<file path="src/hw/swdbg_pkg.sv">
// swdbg_pkg: constants, types and command codes for the single-wire debug controller
// assumes one 40 MHz debug clock; the serial host is asynchronous to it
package swdbg_pkg;
    localparam int unsigned CLK_MHZ          = 40;
    localparam int unsigned BIT_CYCLES       = 16;
    localparam int unsigned TIMEOUT_CYCLES   = 512;
    localparam int unsigned SAMPLE_CYCLES    = 10;
    localparam int unsigned ZERO_LOW_CYCLES  = 13;
    localparam int unsigned SPEEDUP_CYCLES   = 7;
    localparam int unsigned SPEEDUP_LEN      = 1;
    localparam int unsigned SYNC_LOW_CYCLES  = 128;
    localparam int unsigned SYNC_MIN_LOW     = 64;
    localparam int unsigned SYNC_PULSE_CYCLES = 128;
    localparam int unsigned DELAY_CYCLES     = 16;
    localparam int unsigned CNT_W            = 10;

    localparam logic [7:0] CMD_BACKGROUND = 8'h90;
    localparam logic [7:0] CMD_READ_STATUS = 8'hE4;
    localparam logic [7:0] CMD_WRITE_CONTROL = 8'hC4;
    localparam logic [7:0] CMD_READ_BYTE  = 8'hE0;
    localparam logic [7:0] CMD_WRITE_BYTE = 8'hC0;
    localparam logic [7:0] CMD_READ_BKPT  = 8'hE2;
    localparam logic [7:0] CMD_WRITE_BKPT = 8'hC2;
    localparam logic [7:0] CMD_GO         = 8'h08;
    localparam logic [7:0] CMD_TRACE      = 8'h10;
    localparam logic [7:0] CMD_READ_REG   = 8'h60;
    localparam logic [7:0] CMD_WRITE_REG  = 8'h40;
    localparam logic [7:0] CMD_FORCE_BKG  = 8'hC8;

    localparam int unsigned CTRL_ENABLE_BIT = 7;
    localparam int unsigned CTRL_BKPT_EN_BIT = 6;
    localparam logic [7:0]  CTRL_RESET     = 8'h00;
    localparam logic [15:0] BKPT_RESET     = 16'h0000;

    typedef enum logic [1:0] {
        SWDBG_RST_POR,
        SWDBG_RST_PIN,
        SWDBG_RST_ERR
    } swdbg_rst_cause_t;

    // memory / cpu register access request towards the core
    typedef struct packed {
        logic        write;
        logic        cpu_reg;
        logic [15:0] addr;
        logic [15:0] wdata;
    } swdbg_req_t;
endpackage : swdbg_pkg

</file>
<file path="src/hw/swdbg_ctrl.sv">
// swdbg_ctrl: single-wire debug controller, mode select, serial engine, command decode
// assumes the core answers access requests through the two-entry buffer; pin via in/out/oe
`timescale 1ns/1ps
`default_nettype none
module swdbg_ctrl
    import swdbg_pkg::*;
#(
    parameter int unsigned DATA_W = 16
) (
    input  wire logic             sys_clk,
    input  wire logic             rst_n,
    input  wire swdbg_rst_cause_t rst_cause,
    input  wire logic             debug_pin_in,
    output logic                  debug_pin_out,
    output logic                  debug_pin_oe_n,
    output logic                  debug_pin_pullup_en,
    output logic                  req_valid,
    input  wire logic             req_ready,
    output swdbg_req_t            req,
    input  wire logic             rsp_valid,
    output logic                  rsp_ready,
    input  wire logic [15:0]      rsp_data,
    input  wire logic             cpu_addr_valid,
    input  wire logic [15:0]      cpu_addr,
    input  wire logic             cpu_in_stop_wait,
    output logic                  background_mode,
    output logic                  go_pulse,
    output logic                  trace_pulse,
    output logic                  wake_pulse,
    output logic                  bkpt_hit,
    output logic                  osc_keep_run,
    output logic                  watchdog_disable
);
    initial begin
        if (DATA_W != 16) $error("swdbg_ctrl: DATA_W must be 16");
    end

    typedef enum logic [3:0] {
        ST_IDLE, ST_CMD, ST_ADDR, ST_WDATA, ST_EXEC, ST_WAIT, ST_DELAY, ST_RDATA
    } swdbg_state_t;

    typedef enum logic [1:0] {BIT_IDLE, BIT_ACTIVE} swdbg_bit_t;

    localparam logic [CNT_W-1:0] C_SAMPLE  = CNT_W'(SAMPLE_CYCLES);
    localparam logic [CNT_W-1:0] C_ZERO    = CNT_W'(ZERO_LOW_CYCLES);
    localparam logic [CNT_W-1:0] C_SPEED   = CNT_W'(SPEEDUP_CYCLES);
    localparam logic [CNT_W-1:0] C_BIT     = CNT_W'(BIT_CYCLES);
    localparam logic [CNT_W-1:0] C_TMO     = CNT_W'(TIMEOUT_CYCLES - 1);
    localparam logic [CNT_W-1:0] C_SYNCMIN = CNT_W'(SYNC_MIN_LOW);
    localparam logic [CNT_W-1:0] C_SYNCP   = CNT_W'(SYNC_PULSE_CYCLES);

    logic sync1_reg;
    logic sync2_reg;
    logic prev_reg;
    always_ff @(posedge sys_clk or negedge rst_n) begin
        if (!rst_n) begin
            sync1_reg <= 1'b1;
            sync2_reg <= 1'b1;
            prev_reg  <= 1'b1;
        end else begin
            sync1_reg <= debug_pin_in;
            sync2_reg <= sync1_reg;
            prev_reg  <= sync2_reg;
        end
    end
    // bit start on host falling edge
    logic fall;
    assign fall = prev_reg && !sync2_reg;

    // mode selection at reset release
    logic strap_done_reg;
    logic bkg_reg;
    logic force_flag_reg;
    logic force_win_reg;
    logic [7:0] ctrl_reg;
    logic [15:0] bkpt_reg;

    // bit engine
    swdbg_bit_t   bit_state_reg;
    logic [CNT_W-1:0] bcnt_reg;
    logic [CNT_W-1:0] gap_reg;
    logic         tx_mode_reg;
    logic         tx_bit_reg;
    logic         bit_done;
    logic         rx_bit;
    logic         timeout;
    logic         low_run_reg;
    logic [CNT_W-1:0] low_cnt_reg;
    logic         sync_req;
    logic [CNT_W-1:0] sync_cnt_reg;
    logic         sync_wait_reg;

    swdbg_state_t st_reg;
    logic [7:0]   cmd_reg;
    logic [15:0]  shreg_reg;
    logic [4:0]   nbits_reg;
    logic [15:0]  addr_reg;
    logic [15:0]  rdata_reg;
    logic [4:0]   dly_reg;
    logic         go_cmd;
    logic         restricted;
    logic         cmd_writes;
    logic         cmd_reads;

    // sample at ten cycles, bit lasts sixteen
    assign rx_bit   = (bit_state_reg == BIT_ACTIVE) && (bcnt_reg == C_SAMPLE) && !tx_mode_reg;
    assign bit_done = (bit_state_reg == BIT_ACTIVE) && (bcnt_reg == C_BIT);
    assign timeout  = (gap_reg == C_TMO) && (st_reg != ST_IDLE);

    always_ff @(posedge sys_clk or negedge rst_n) begin
        if (!rst_n) begin
            bit_state_reg <= BIT_IDLE;
            bcnt_reg      <= '0;
            gap_reg       <= '0;
        end else begin
            if (fall || st_reg == ST_IDLE) gap_reg <= '0;
            else if (gap_reg != C_TMO) gap_reg <= gap_reg + 1'b1;
            if (fall && !sync_wait_reg) begin
                bit_state_reg <= BIT_ACTIVE;
                bcnt_reg      <= '0;
            end else if (bit_state_reg == BIT_ACTIVE) begin
                if (bit_done) bit_state_reg <= BIT_IDLE;
                else bcnt_reg <= bcnt_reg + 1'b1;
            end
        end
    end

    // sync request: host holds pin low far longer than one bit
    always_ff @(posedge sys_clk or negedge rst_n) begin
        if (!rst_n) begin
            low_cnt_reg <= '0;
            low_run_reg <= 1'b0;
        end else if (!sync2_reg && !sync_wait_reg) begin
            // own sync reply must not look like a new request
            if (low_cnt_reg != C_SYNCMIN) low_cnt_reg <= low_cnt_reg + 1'b1;
            low_run_reg <= (low_cnt_reg == C_SYNCMIN);
        end else begin
            low_cnt_reg <= '0;
            low_run_reg <= 1'b0;
        end
    end
    assign sync_req = low_run_reg && sync2_reg;

    // timed sync response pulse after host releases
    always_ff @(posedge sys_clk or negedge rst_n) begin
        if (!rst_n) begin
            sync_wait_reg <= 1'b0;
            sync_cnt_reg  <= '0;
        end else if (low_cnt_reg == C_SYNCMIN && sync2_reg && !sync_wait_reg) begin
            sync_wait_reg <= 1'b1;
            sync_cnt_reg  <= '0;
        end else if (sync_wait_reg) begin
            sync_cnt_reg <= sync_cnt_reg + 1'b1;
            if (sync_cnt_reg == C_SYNCP + C_BIT) sync_wait_reg <= 1'b0;
        end
    end

    // pin drive: low for a zero, speedup high pulses
    always_comb begin
        debug_pin_oe_n = 1'b1;
        debug_pin_out  = 1'b1;
        if (sync_wait_reg && sync_cnt_reg >= C_BIT) begin
            debug_pin_oe_n = 1'b0;
            debug_pin_out  = (sync_cnt_reg == C_SYNCP + C_BIT);
        end else if (bit_state_reg == BIT_ACTIVE && tx_mode_reg) begin
            if (!tx_bit_reg && bcnt_reg < C_ZERO) begin
                debug_pin_oe_n = 1'b0;
                debug_pin_out  = 1'b0;
            end else if (!tx_bit_reg && bcnt_reg == C_ZERO) begin
                debug_pin_oe_n = 1'b0;
            end else if (tx_bit_reg && bcnt_reg == C_SPEED) begin
                debug_pin_oe_n = 1'b0;
            end
        end
    end
    assign debug_pin_pullup_en = 1'b1;

    assign restricted = (cmd_reg == CMD_GO) || (cmd_reg == CMD_TRACE) ||
                        (cmd_reg[7:5] == 3'b011) || (cmd_reg[7:5] == 3'b010);
    assign cmd_writes = (cmd_reg[7:1] == CMD_WRITE_BYTE[7:1]) || (cmd_reg[7:5] == 3'b010);
    assign cmd_reads  = (cmd_reg[7:1] == CMD_READ_BYTE[7:1]) || (cmd_reg[7:5] == 3'b011);

    always_ff @(posedge sys_clk or negedge rst_n) begin
        if (!rst_n) begin
            st_reg      <= ST_IDLE;
            cmd_reg     <= '0;
            shreg_reg   <= '0;
            nbits_reg   <= '0;
            addr_reg    <= '0;
            rdata_reg   <= '0;
            dly_reg     <= '0;
            tx_mode_reg <= 1'b0;
            tx_bit_reg  <= 1'b1;
        end else if (timeout || sync_req) begin
            st_reg      <= ST_IDLE;
            tx_mode_reg <= 1'b0;
        end else begin
            if (rx_bit) shreg_reg <= {shreg_reg[14:0], sync2_reg};
            case (st_reg)
            ST_IDLE: begin
                if (fall) begin
                    st_reg    <= ST_CMD;
                    nbits_reg <= 5'd8;
                end
            end
            ST_CMD, ST_ADDR, ST_WDATA: begin
                if (rx_bit && nbits_reg == 5'd1) begin
                    if (st_reg == ST_CMD) begin
                        cmd_reg <= {shreg_reg[6:0], sync2_reg};
                        st_reg  <= ST_EXEC;
                    end else if (st_reg == ST_ADDR) begin
                        addr_reg  <= {shreg_reg[14:0], sync2_reg};
                        st_reg    <= cmd_writes ? ST_WDATA : ST_EXEC;
                        nbits_reg <= (cmd_reg[7:5] == 3'b010) ? 5'd16 : 5'd8;
                    end else begin
                        rdata_reg <= {shreg_reg[14:0], sync2_reg};
                        st_reg    <= ST_WAIT;
                    end
                end else if (rx_bit) begin
                    nbits_reg <= nbits_reg - 1'b1;
                end
            end
            ST_EXEC: begin
                // a reply must not start inside the command's own last bit
                if (bit_state_reg == BIT_ACTIVE) st_reg <= ST_EXEC;
                else if (restricted && !bkg_reg) st_reg <= ST_IDLE;
                else if (cmd_reg == CMD_READ_BYTE || cmd_reg == CMD_WRITE_BYTE) begin
                    st_reg    <= ST_ADDR;
                    nbits_reg <= 5'd16;
                    cmd_reg[0] <= 1'b1;
                end else if (cmd_reg == {CMD_READ_BYTE[7:1], 1'b1}) begin
                    st_reg <= ST_WAIT;
                end else if (cmd_reg[7:5] == 3'b010 || cmd_reg[7:5] == 3'b011) begin
                    addr_reg  <= {11'h000, cmd_reg[4:0]};
                    st_reg    <= cmd_writes ? ST_WDATA : ST_WAIT;
                    nbits_reg <= 5'd16;
                end else if (cmd_reg == CMD_WRITE_CONTROL || cmd_reg == CMD_FORCE_BKG) begin
                    st_reg    <= ST_WDATA;
                    nbits_reg <= 5'd8;
                end else if (cmd_reg == CMD_WRITE_BKPT) begin
                    st_reg    <= ST_WDATA;
                    nbits_reg <= 5'd16;
                end else if (cmd_reg == CMD_READ_STATUS || cmd_reg == CMD_READ_BKPT) begin
                    rdata_reg   <= (cmd_reg == CMD_READ_BKPT) ? bkpt_reg
                                 : {ctrl_reg, bkg_reg, 7'h00};
                    nbits_reg   <= (cmd_reg == CMD_READ_BKPT) ? 5'd16 : 5'd8;
                    st_reg      <= ST_RDATA;
                    tx_mode_reg <= 1'b1;
                    tx_bit_reg  <= (cmd_reg == CMD_READ_BKPT) ? bkpt_reg[15] : ctrl_reg[7];
                end else begin
                    st_reg  <= ST_DELAY;
                    dly_reg <= 5'(DELAY_CYCLES);
                end
            end
            ST_WAIT: begin
                if (rb_valid && cmd_reads) begin
                    rdata_reg   <= (cmd_reg[7:5] == 3'b011) ? rb_data : {rb_data[7:0], 8'h00};
                    nbits_reg   <= (cmd_reg[7:5] == 3'b011) ? 5'd16 : 5'd8;
                    tx_bit_reg  <= (cmd_reg[7:5] == 3'b011) ? rb_data[15] : rb_data[7];
                    tx_mode_reg <= 1'b1;
                    st_reg      <= ST_RDATA;
                end else if (!cmd_reads) begin
                    st_reg  <= ST_DELAY;
                    dly_reg <= 5'(DELAY_CYCLES);
                end
            end
            ST_DELAY: begin
                if (dly_reg != 5'd0) dly_reg <= dly_reg - 1'b1;
                else st_reg <= ST_IDLE;
            end
            ST_RDATA: begin
                if (bit_done) begin
                    if (nbits_reg == 5'd1) begin
                        st_reg      <= ST_IDLE;
                        tx_mode_reg <= 1'b0;
                    end else begin
                        nbits_reg  <= nbits_reg - 1'b1;
                        rdata_reg  <= {rdata_reg[14:0], 1'b0};
                        tx_bit_reg <= rdata_reg[14];
                    end
                end
            end
            default: st_reg <= ST_IDLE;
            endcase
        end
    end

    // access request: memory data arrives in low byte, words for cpu registers
    logic req_fire_reg;
    logic exec_go;
    assign exec_go = (st_reg == ST_EXEC) && (bit_state_reg != BIT_ACTIVE);
    always_ff @(posedge sys_clk or negedge rst_n) begin
        if (!rst_n) req_fire_reg <= 1'b0;
        else req_fire_reg <= (exec_go && cmd_reg == {CMD_READ_BYTE[7:1], 1'b1})
                             || (st_reg == ST_WDATA && rx_bit && nbits_reg == 5'd1 && cmd_writes)
                             || (exec_go && cmd_reg[7:5] == 3'b011 && bkg_reg);
    end
    assign req_valid     = req_fire_reg;
    assign req.write     = cmd_reg[6] == 1'b0 || cmd_reg[7:1] == CMD_WRITE_BYTE[7:1];
    assign req.cpu_reg   = cmd_reg[7:6] == 2'b01;
    assign req.addr      = addr_reg;
    assign req.wdata     = rdata_reg;

    // buffered response path: a stalled engine loses no word
    logic        rb_valid;
    logic [15:0] rb_data;
    swdbg_buf2 #(.WIDTH(16)) u_rsp_buf (
        .sys_clk   (sys_clk),
        .rst_n     (rst_n),
        .in_valid  (rsp_valid),
        .in_ready  (rsp_ready),
        .in_data   (rsp_data),
        .out_valid (rb_valid),
        .out_ready (st_reg == ST_WAIT),
        .out_data  (rb_data)
    );

    // control, breakpoint and background mode state
    assign go_cmd = (st_reg == ST_DELAY) && (dly_reg == 5'd0) && bkg_reg;
    always_ff @(posedge sys_clk or negedge rst_n) begin
        if (!rst_n) begin
            ctrl_reg       <= CTRL_RESET;
            bkpt_reg       <= BKPT_RESET;
            force_flag_reg <= 1'b0;
        end else if (st_reg == ST_WDATA && rx_bit && nbits_reg == 5'd1) begin
            if (cmd_reg == CMD_WRITE_CONTROL) ctrl_reg <= {shreg_reg[6:0], sync2_reg};
            if (cmd_reg == CMD_WRITE_BKPT) bkpt_reg <= {shreg_reg[14:0], sync2_reg};
            // force flag written by serial command
            if (cmd_reg == CMD_FORCE_BKG) force_flag_reg <= sync2_reg;
        end
    end

    always_ff @(posedge sys_clk or negedge rst_n) begin
        if (!rst_n) begin
            strap_done_reg <= 1'b0;
            bkg_reg        <= 1'b0;
            force_win_reg  <= 1'b0;
            go_pulse       <= 1'b0;
            trace_pulse    <= 1'b0;
            wake_pulse     <= 1'b0;
        end else begin
            go_pulse    <= 1'b0;
            trace_pulse <= 1'b0;
            wake_pulse  <= 1'b0;
            force_win_reg <= force_flag_reg && st_reg == ST_IDLE;
            if (!strap_done_reg) begin
                strap_done_reg <= 1'b1;
                // strap only on power-on, pulled-up pin means user
                bkg_reg <= (rst_cause == SWDBG_RST_POR) && !debug_pin_in;
            end else if (force_win_reg && !sync2_reg && !bkg_reg) begin
                // pin low right after force flag
                bkg_reg <= 1'b1;
            end else if (st_reg == ST_DELAY && dly_reg == 5'd0) begin
                if (cmd_reg == CMD_BACKGROUND && ctrl_reg[CTRL_ENABLE_BIT]) begin
                    bkg_reg <= 1'b1;
                    wake_pulse <= cpu_in_stop_wait;
                end else if (go_cmd && cmd_reg == CMD_GO) begin
                    bkg_reg  <= 1'b0;
                    go_pulse <= 1'b1;
                end else if (go_cmd && cmd_reg == CMD_TRACE) begin
                    trace_pulse <= 1'b1;
                end
            end else if (bkpt_hit) begin
                bkg_reg <= 1'b1;
            end
        end
    end

    assign bkpt_hit = ctrl_reg[CTRL_BKPT_EN_BIT] && cpu_addr_valid && (cpu_addr == bkpt_reg)
                      && !bkg_reg;
    assign background_mode  = bkg_reg;
    assign osc_keep_run     = ctrl_reg[CTRL_ENABLE_BIT];
    assign watchdog_disable = bkg_reg;
    logic unused_ok;
    assign unused_ok = req_ready;
endmodule : swdbg_ctrl
`default_nettype wire

</file>
<file path="src/hw/swdbg_buf2.sv">
// swdbg_buf2: two-entry valid/ready buffer
// assumes one clock domain, asynchronous active-low reset
`timescale 1ns/1ps
`default_nettype none
module swdbg_buf2 #(
    parameter int unsigned WIDTH = 16
) (
    input  wire logic             sys_clk,
    input  wire logic             rst_n,
    input  wire logic             in_valid,
    output logic                  in_ready,
    input  wire logic [WIDTH-1:0] in_data,
    output logic                  out_valid,
    input  wire logic             out_ready,
    output logic      [WIDTH-1:0] out_data
);
    initial begin
        if (WIDTH < 1) $error("swdbg_buf2: WIDTH must be at least 1");
    end

    logic [WIDTH-1:0] mem_reg [2];
    logic             wp_reg;
    logic             rp_reg;
    logic [1:0]       cnt_reg;
    logic             push;
    logic             pop;

    assign in_ready  = (cnt_reg != 2'd2);
    assign out_valid = (cnt_reg != 2'd0);
    assign out_data  = mem_reg[rp_reg];
    assign push      = in_valid && in_ready;
    assign pop       = out_valid && out_ready;

    always_ff @(posedge sys_clk or negedge rst_n) begin
        if (!rst_n) begin
            mem_reg[0] <= '0;
            mem_reg[1] <= '0;
        end else if (push) begin
            mem_reg[wp_reg] <= in_data;
        end
    end

    always_ff @(posedge sys_clk or negedge rst_n) begin
        if (!rst_n) begin
            wp_reg  <= 1'b0;
            rp_reg  <= 1'b0;
            cnt_reg <= 2'd0;
        end else begin
            if (push) wp_reg <= ~wp_reg;
            if (pop) rp_reg <= ~rp_reg;
            cnt_reg <= cnt_reg + {1'b0, push} - {1'b0, pop};
        end
    end
endmodule : swdbg_buf2
`default_nettype wire

</file>
<file path="config.mk">
export PLATFORM = sky130hd
export DESIGN_NAME = swdbg_ctrl
export DESIGN_NICKNAME = d
export VERILOG_FILES = /design/src/hw/swdbg_pkg.sv /design/src/hw/swdbg_ctrl.sv /design/src/hw/swdbg_buf2.sv
export SDC_FILE = /design/constraint.sdc
export NUM_CORES = 1
export LEC_CHECK = 0
export BUFFER_PORTS_ARGS = -buffer_cell sky130_fd_sc_hd__buf_2
export CELL_PAD_IN_SITES_DETAIL_PLACEMENT = 1
export CELL_PAD_IN_SITES_GLOBAL_PLACEMENT = 1
export CORE_UTILIZATION = 47
export DETAILED_ROUTE_END_ITERATION = 12
export PLACE_DENSITY_LB_ADDON = 0.1
export SYNTH_ARGS = -nofsm -noshare
export SYNTH_HDL_FRONTEND = slang
export SYNTH_SLANG_ARGS = --single-unit
</file>
<file path="constraint.sdc">
create_clock -name sys_clk -period 3.2 [get_ports sys_clk]
set_clock_uncertainty 0.1 [all_clocks]
set_input_delay 0.32 -clock sys_clk [delete_from_list [all_inputs] [get_ports sys_clk]]
set_output_delay 0.32 -clock sys_clk [all_outputs]
set_load 0.05 [all_outputs]
</file>
==> metrics.txt, run 1 <==
outcome=complete, no violations; placed cell area=10500 um2; Ports=between 80 and 90; reg2reg path depth=7; CP Launch Type=flip-flop; Buffers on Ports=84; later-pin clock latency in the skew report=roughly 0.43 ns; Detail Route Antenna Nets=0; Hold Fails Final Rpt=0; CTS sink cnt=184; total core area=20200 um2; synthesized instance count=952; Root Buffer=clkbuf_16; setup_tns=0 ns; Data required, critical path=3.41 ns; max-slew violations=0; max reg flops=32; number of global-route vias before repair=just under 8000; cell row count=52; # fillers=~2300; Mapped Area=9710 um2; GPL Wtd Cong=0.847; H-tree depth=4; nets@finish=1099; worst setup path end=bkpt_reg[2]$_DFFE_PN0P_; DR WL/cell=between 15 and 20 um; TritonCTS clock tree=yes; final period utilization=0.955; DR DRC count=0; Worst-Margin Slew=between 0.7 and 0.8 ns; reg2reg setup slack=0.14 ns; WL final=26300 um; Seq/Total Area, Yosys=0.475; CTS buffer count=17; final instance area=11100 um2; Setup violations, final=0; Starting Density=0.480; Die Y=about 150 um; Slew HR=0.525; post-CTS setup buffer count=0; largest net degree at the start of global routing=70; area leader, netlist=dfrtp_1; Reg clk slew, reported paths=0.08 ns; Synth Area per Inst=slightly above 10 um2; critical path arrival=about 3.3 ns; P per Cell Area=747 nW/um2; Vias/cell=5.77; FF-to-FF End=bkpt_reg[2]$_DFFE_PN0P_; initial DRC count=556; first-pass GRT wire length=43400 um; fmax=~330 MHz; Max clock buf depth=2; total power draw=8.31 mW; CP max FO=16; max_cap viols=0; GR Util All Layers=0.260; synth unique cells=74; Die Area=roughly 21000 um2; Peak VDD IR=around 0.00053 V; Synth area leaders=dfrtp_1 46%, mux2_2 10%, nand2_1 4.2%, o21ai_0 3.7%, nor2_1 3.4%; CP startpoint=bcnt_reg[2]$_DFFE_PN0P_; P&R area growth vs syn=14.6%; die width=146 um; Reg-to-Reg Start=bcnt_reg[2]$_DFFE_PN0P_; Hold Path Class=primary input to flip-flop; initial antenna violation count=0; unrepaired setup endpoints after global routing=no; TritonRoute pass-1 iters=5; most common flop cell mapped by yosys=dfrtp_1; yosys warns=0; total gr overflow=0; Synth top area share=0.464; Async S/R FF share, synth=1.00; Ant. Diodes=0; LEAKAGE=between 5 and 6 nW; Setup CP Type=flip-flop to flip-flop; Crit. End Element=flip-flop; number of enable flip-flop cells after synthesis=0; Final min period=approximately 3.1 ns; total number of vias=7639; detailed-placement wirelength estimate=19000 um; Yosys reg bits=184; layout cell share with drive strength beyond 1=0.248
layer usage:
metal / wire length [um] / vias up / global-route usage
li1: - / 3598 / -
met1: 12800 / 3874 / 0.379
met2: 12100 / 149 / 0.410
met3: 1060 / 18 / 0.0379
met4: 342 / 0 / 0.0626
met5: 0 / - / 0
area by class of cell:
cell class,count,area [um2],area share
clock inverters,14,150,0.0135
multi-input cells,695,4780,0.430
inverters,25,93.8,0.00844
well taps,270,338,0.0304
clock buffers,18,429,0.0386
repair buffers,119,722,0.0649
flip-flops and latches,184,4610,0.414
stage by stage:
stage | setup WS, ns | std cells | hold WS, ns | util
after CTS | 0.0570 | 1325 | 0.0164 | 0.549
after global placement | 0.209 | 1291 | 0.250 | 0.519
after floorplan | 0.369 | 953 | -0.0756 | -
final | 0.145 | 1325 | 0.0271 | 0.550
after global routing | 0.00636 | 1325 | 0.0165 | 0.550
after detailed placement | 0.168 | 1291 | 0.253 | 0.519
repair_timing:
item,in CTS,in global routing
gates resized for setup,0,2
endpoints found under the setup margin,0,24
hold buffers,2,0
hold endpoints to repair,65,0
how the worst min path moves through the flow:
stage | startpoint | to | slack, ns | cells past startpoint
5_1_grt | rsp_data[14] | u_rsp_buf.mem_reg[30]$_DFFE_PN0P_ | 0.02 | 2
4_1_cts | rsp_data[10] | u_rsp_buf.mem_reg[26]$_DFFE_PN0P_ | 0.02 | 2
2_1_floorplan | rst_n | addr_reg[0]$_DFFE_PN0P_ | -0.08 | 0
3_3_place_gp | sync1_reg$_DFF_PN1_ | sync2_reg$_DFF_PN1_ | 0.25 | 0
6_report | rsp_data[10] | u_rsp_buf.mem_reg[26]$_DFFE_PN0P_ | 0.03 | 2
3_5_place_dp | sync1_reg$_DFF_PN1_ | sync2_reg$_DFF_PN1_ | 0.25 | 0
cells in the final DEF (no fill, tap or decap), types with 19 or more instances in the layout:
cell type  count
nor2_1        87
mux2_2        87
buf_2         83
inv_1         25
nand4_1       21
nand2_1      108
xnor2_1       26
mux2i_1       25
a21oi_1       19
dfrtp_1      180
o21ai_0       72
nand3_1       26
buf_4         31
kinds of logic after synthesis:
kind of cell    count (synthesis)  synth area share
compound gates                178             0.121
other cells                     1          0.000386
buf+inv                        74            0.0352
simple gates                  340             0.175
mux                           115             0.134
fa+ha+maj                      16            0.0206
flops                         184             0.475
xor+xnor                       44            0.0397
worst max-delay path: stages (launching register included):
cell and delay (ns):
dfrtp_1 0.48, nor4b_1 0.64, nand4_1 0.34, or4_4 0.51
inv_1 0.12, and3_1 0.21, buf_12 0.17, mux2_2 0.35
cells in the mapped netlist (4+ instances only):
| cell type | n |
|---|---|
| xor2_1 | 18 |
| and3_1 | 13 |
| o221ai_1 | 5 |
| mux2i_1 | 25 |
| nor3_1 | 18 |
| nor2_1 | 87 |
| ha_1 | 16 |
| a31oi_1 | 5 |
| o211ai_1 | 8 |
| a21boi_0 | 5 |
| dfrtp_1 | 180 |
| dfstp_2 | 4 |
| o31ai_1 | 8 |
| clkbuf_1 | 33 |
| mux2_2 | 87 |
| nand3b_1 | 4 |
| a211oi_1 | 7 |
| buf_2 | 5 |
| a21oi_1 | 19 |
| and3b_1 | 6 |
| o41ai_1 | 4 |
| nand2b_1 | 10 |
| o211a_1 | 4 |
| or3_1 | 8 |
| buf_6 | 4 |
| and2_1 | 6 |
| nand4_1 | 21 |
| a21o_1 | 4 |
| nand3_1 | 26 |
| inv_1 | 25 |
| o22ai_1 | 6 |
| nor4b_1 | 6 |
| a222oi_1 | 4 |
| o21ai_0 | 72 |
| xnor2_1 | 26 |
| nand2_1 | 108 |
report_power, final:
part           switching, mW  internal [mW]  leakage, nW  total (mW)
Sequential             0.397           2.76         2.42        3.16
Clock                   1.05           1.05        0.277        2.09
Combinational           1.87           1.19         2.43        3.05
(Power assumes the default switching activity.)
==> run 2: changes to the inputs <==
--- a/config.mk
+++ b/config.mk
@@ -10,6 +10,7 @@
 export CELL_PAD_IN_SITES_GLOBAL_PLACEMENT = 1
 export CORE_UTILIZATION = 47
 export DETAILED_ROUTE_END_ITERATION = 12
+export GPL_TIMING_DRIVEN = 0
 export PLACE_DENSITY_LB_ADDON = 0.1
 export SYNTH_ARGS = -nofsm -noshare
 export SYNTH_HDL_FRONTEND = slang
==> run 2 against run 1 <==
  * Non-clock buffer count grew 20
  * Largest power group is now combinational cells
  * Highest routed layer unchanged
  * Largest cell class unchanged
  * Via count rose by 3.3%
  * Core utilization increased by 0.26 points
  * Final area grew 0.47%
  * Maximum frequency decreased by 0.94%
  * Sequential power fell by 2%
==> metrics.txt, run 2 (synthesized netlist as in run 1, its figures left out) <==
initial DRC count=560 (+0.72%); setup_tns=0 ns (unchanged); Final min period=3.08 ns (+0.0291 ns); Die Area=21200 um2 (unchanged); Hold Fails Final Rpt=0 (unchanged); M2 GR Usage=0.430 (+0.0206); DR WL/cell=20.7 um (+4.5%); WL final=27900 um (+6.1%); CP max FO=10 (-6); later-pin clock latency in the skew report=0.43 ns (about the same); number of global-route vias before repair=8084 (+2.6%); Buffers on Ports=84 (unchanged); largest net degree at the start of global routing=109 (+56%); Data required, critical path=3.42 ns (about the same); TritonCTS clock tree=yes; CTS buffer count=17 (unchanged); Die Y=146 um (unchanged); reg2reg path depth=10 (+3); placed cell area=10500 um2 (about the same); final instance area=11200 um2 (+0.47%); Bufs and invs on worst path=4 (+2); hold_sp=rsp_data[12]; Vias/cell=5.86 (+1.7%); outcome=complete, no violations; total core area=20200 um2 (unchanged); nets@finish=1119 (+1.8%); max_cap viols=0 (unchanged); initial antenna violation count=0 (unchanged); detailed-placement wirelength estimate=20300 um (+6.5%); reg2reg setup slack=0.12 ns (-0.03 ns); cell row count=52 (unchanged); H-tree depth=4 (unchanged); max-slew violations=0 (unchanged); total gr overflow=0 (unchanged); Crit. End Element=flip-flop; Setup violations, final=0 (unchanged); crit-path max cell delay=0.50 ns (-0.14 ns); Root Buffer=clkbuf_16; Starting Density=0.480 (unchanged); Max clock buf depth=2 (unchanged); Ports=87 (unchanged); first-pass GRT wire length=45100 um (+3.8%); Setup CP Type=flip-flop to flip-flop; critical path arrival=3.30 ns (+0.03 ns); TritonRoute pass-1 iters=10 (+5); Peak VDD IR=0.000481 V (-9.7%); slowest CP cell=or4_4; GR peak layer=met2; CTS sink cnt=184 (unchanged); GPL Wtd Cong=0.889 (+5.0%); CP Launch Type=flip-flop; Reg-to-Reg Start=bcnt_reg[0]$_DFFE_PN0P_; Reg clk slew, reported paths=0.08 ns (about the same); FF-to-FF End=bkpt_reg[14]$_DFFE_PN0P_; GR Util All Layers=0.273 (+0.0121); Most common cell on crit path=inv_1; Hold Path Class=primary input to flip-flop; hold path cells=2 (unchanged); P&R area growth vs syn=15.1%; max reg flops=32 (unchanged); commonest non-fill, non-tap cell in the layout=dfrtp_1; fmax=324 MHz (-0.94%); most frequent cells in the layout=180 x dfrtp_1, 108 x nand2_1, 88 x buf_2, 87 x mux2_2, 86 x nor2_1; grt met3 use=0.0577 (+0.0197); total number of vias=7888 (+3.3%); total power draw=8.43 mW (+1.5%); Stages on worst setup path=10 (+3); LEAKAGE=5.14 nW (+0.18%); Worst-Margin Slew=0.835 ns (+0.132 ns); P per Cell Area=755 nW/um2 (+1.0%); Hold Slack=0.0264 ns (-0.000715 ns); layout cell share with drive strength beyond 1=0.231 (-0.0176); die width=146 um (unchanged); DR DRC count=0 (unchanged); Detail Route Antenna Nets=0 (unchanged); unrepaired setup endpoints after global routing=no; CP top delay family=simple AND/OR/NAND/NOR gates; final period utilization=0.964 (+0.00909); Slew HR=0.441 (-0.0835); Ant. Diodes=0 (unchanged); Hold Path End=u_rsp_buf.mem_reg[12]$_DFFE_PN0P_; CP Cell Sequence=inv_1, ha_1, nor4bb_2, nand4_1, or4_4, inv_1, and3_1, buf_6, buf_12, mux2_2; met1 usage=0.382 (+0.00290)
==> run 2: changes by cell type in the layout (fill, tap and decap cells not counted), sizes merged <==
cell | previous run | this run
inv | 33 | 32
clkbuf | 19 | 51
clkinv | 4 | 6
clkinvlp | 2 | 1
buf | 116 | 104
==> run 2: final cells by class <==
class	count	area, um2
Sequential cell	184	4610
Inverter	25	93.8
Clock buffer	18	429
Fill cell	2278	9060
Clock inverter	14	151
Multi-Input combinational cell	695	4800
Buffer	49	249
Tap cell	270	338
Timing Repair Buffer	90	500
==> run 2: repair_timing <==
item                                   CTS  global route
buffers inserted                         0             3
setup endpoints to repair               25            47
endpoints found under the hold margin   75             0
pin swaps                                0             1
gates resized for setup                  3             6
hold buffers                             2             0
==> run 2: worst register-to-register path, delay by kind of cell (launching register included) <==
kind	cells	cell delay (ns)
adders and majority gates	1	0.15
buffers and inverters	4	0.55
DFF	1	0.46
muxes	1	0.34
and+or+nand+nor	4	1.36
==> run 2: power by group <==
| group | leakage, nW | switching [mW] | internal, mW |
|---|---|---|---|
| clock network | 0.280 | 1.06 | 1.05 |
| registers | 2.42 | 0.348 | 2.76 |
| logic | 2.44 | 2.04 | 1.18 |
| total | 5.14 | 3.44 | 4.99 |
==> run 2: layer usage <==
layer | part of all wire | up-vias
met2 | 0.46 | 215
met3 | 0.058 | 30
li1 | - | 3637
met4 | 0.016 | 0
met5 | 0 | -
met1 | 0.46 | 4006
==> run 2: through the flow <==
stage | instances | setup slack (ns) | util
2_1_floorplan | 953 | 0.369 | -
6_report | 1345 | 0.116 | 0.552
3_3_place_gp | 1307 | -1.40 | 0.517
3_5_place_dp | 1308 | -0.0974 | 0.519
4_1_cts | 1342 | 0.0207 | 0.550
5_1_grt | 1345 | 0.00393 | 0.552
==> run 2: how the worst max path moves through the flow <==
| stage | from | end | slack (ns) |
|---|---|---|---|
| 6_report | bcnt_reg[0]$_DFFE_PN0P_ | bkpt_reg[14]$_DFFE_PN0P_ | 0.12 |
| 2_1_floorplan | cmd_reg[4]$_DFFE_PN0P_ | req[33] | 0.37 |
| 4_1_cts | bcnt_reg[0]$_DFFE_PN0P_ | addr_reg[10]$_DFFE_PN0P_ | 0.02 |
| 3_5_place_dp | nbits_reg[1]$_DFFE_PN0P_ | addr_reg[10]$_DFFE_PN0P_ | -0.1 |
| 3_3_place_gp | rst_n | u_rsp_buf.mem_reg[29]$_DFFE_PN0P_ | -1.40 |
| 5_1_grt | bcnt_reg[0]$_DFFE_PN0P_ | bkpt_reg[6]$_DFFE_PN0P_ | 0.004 |
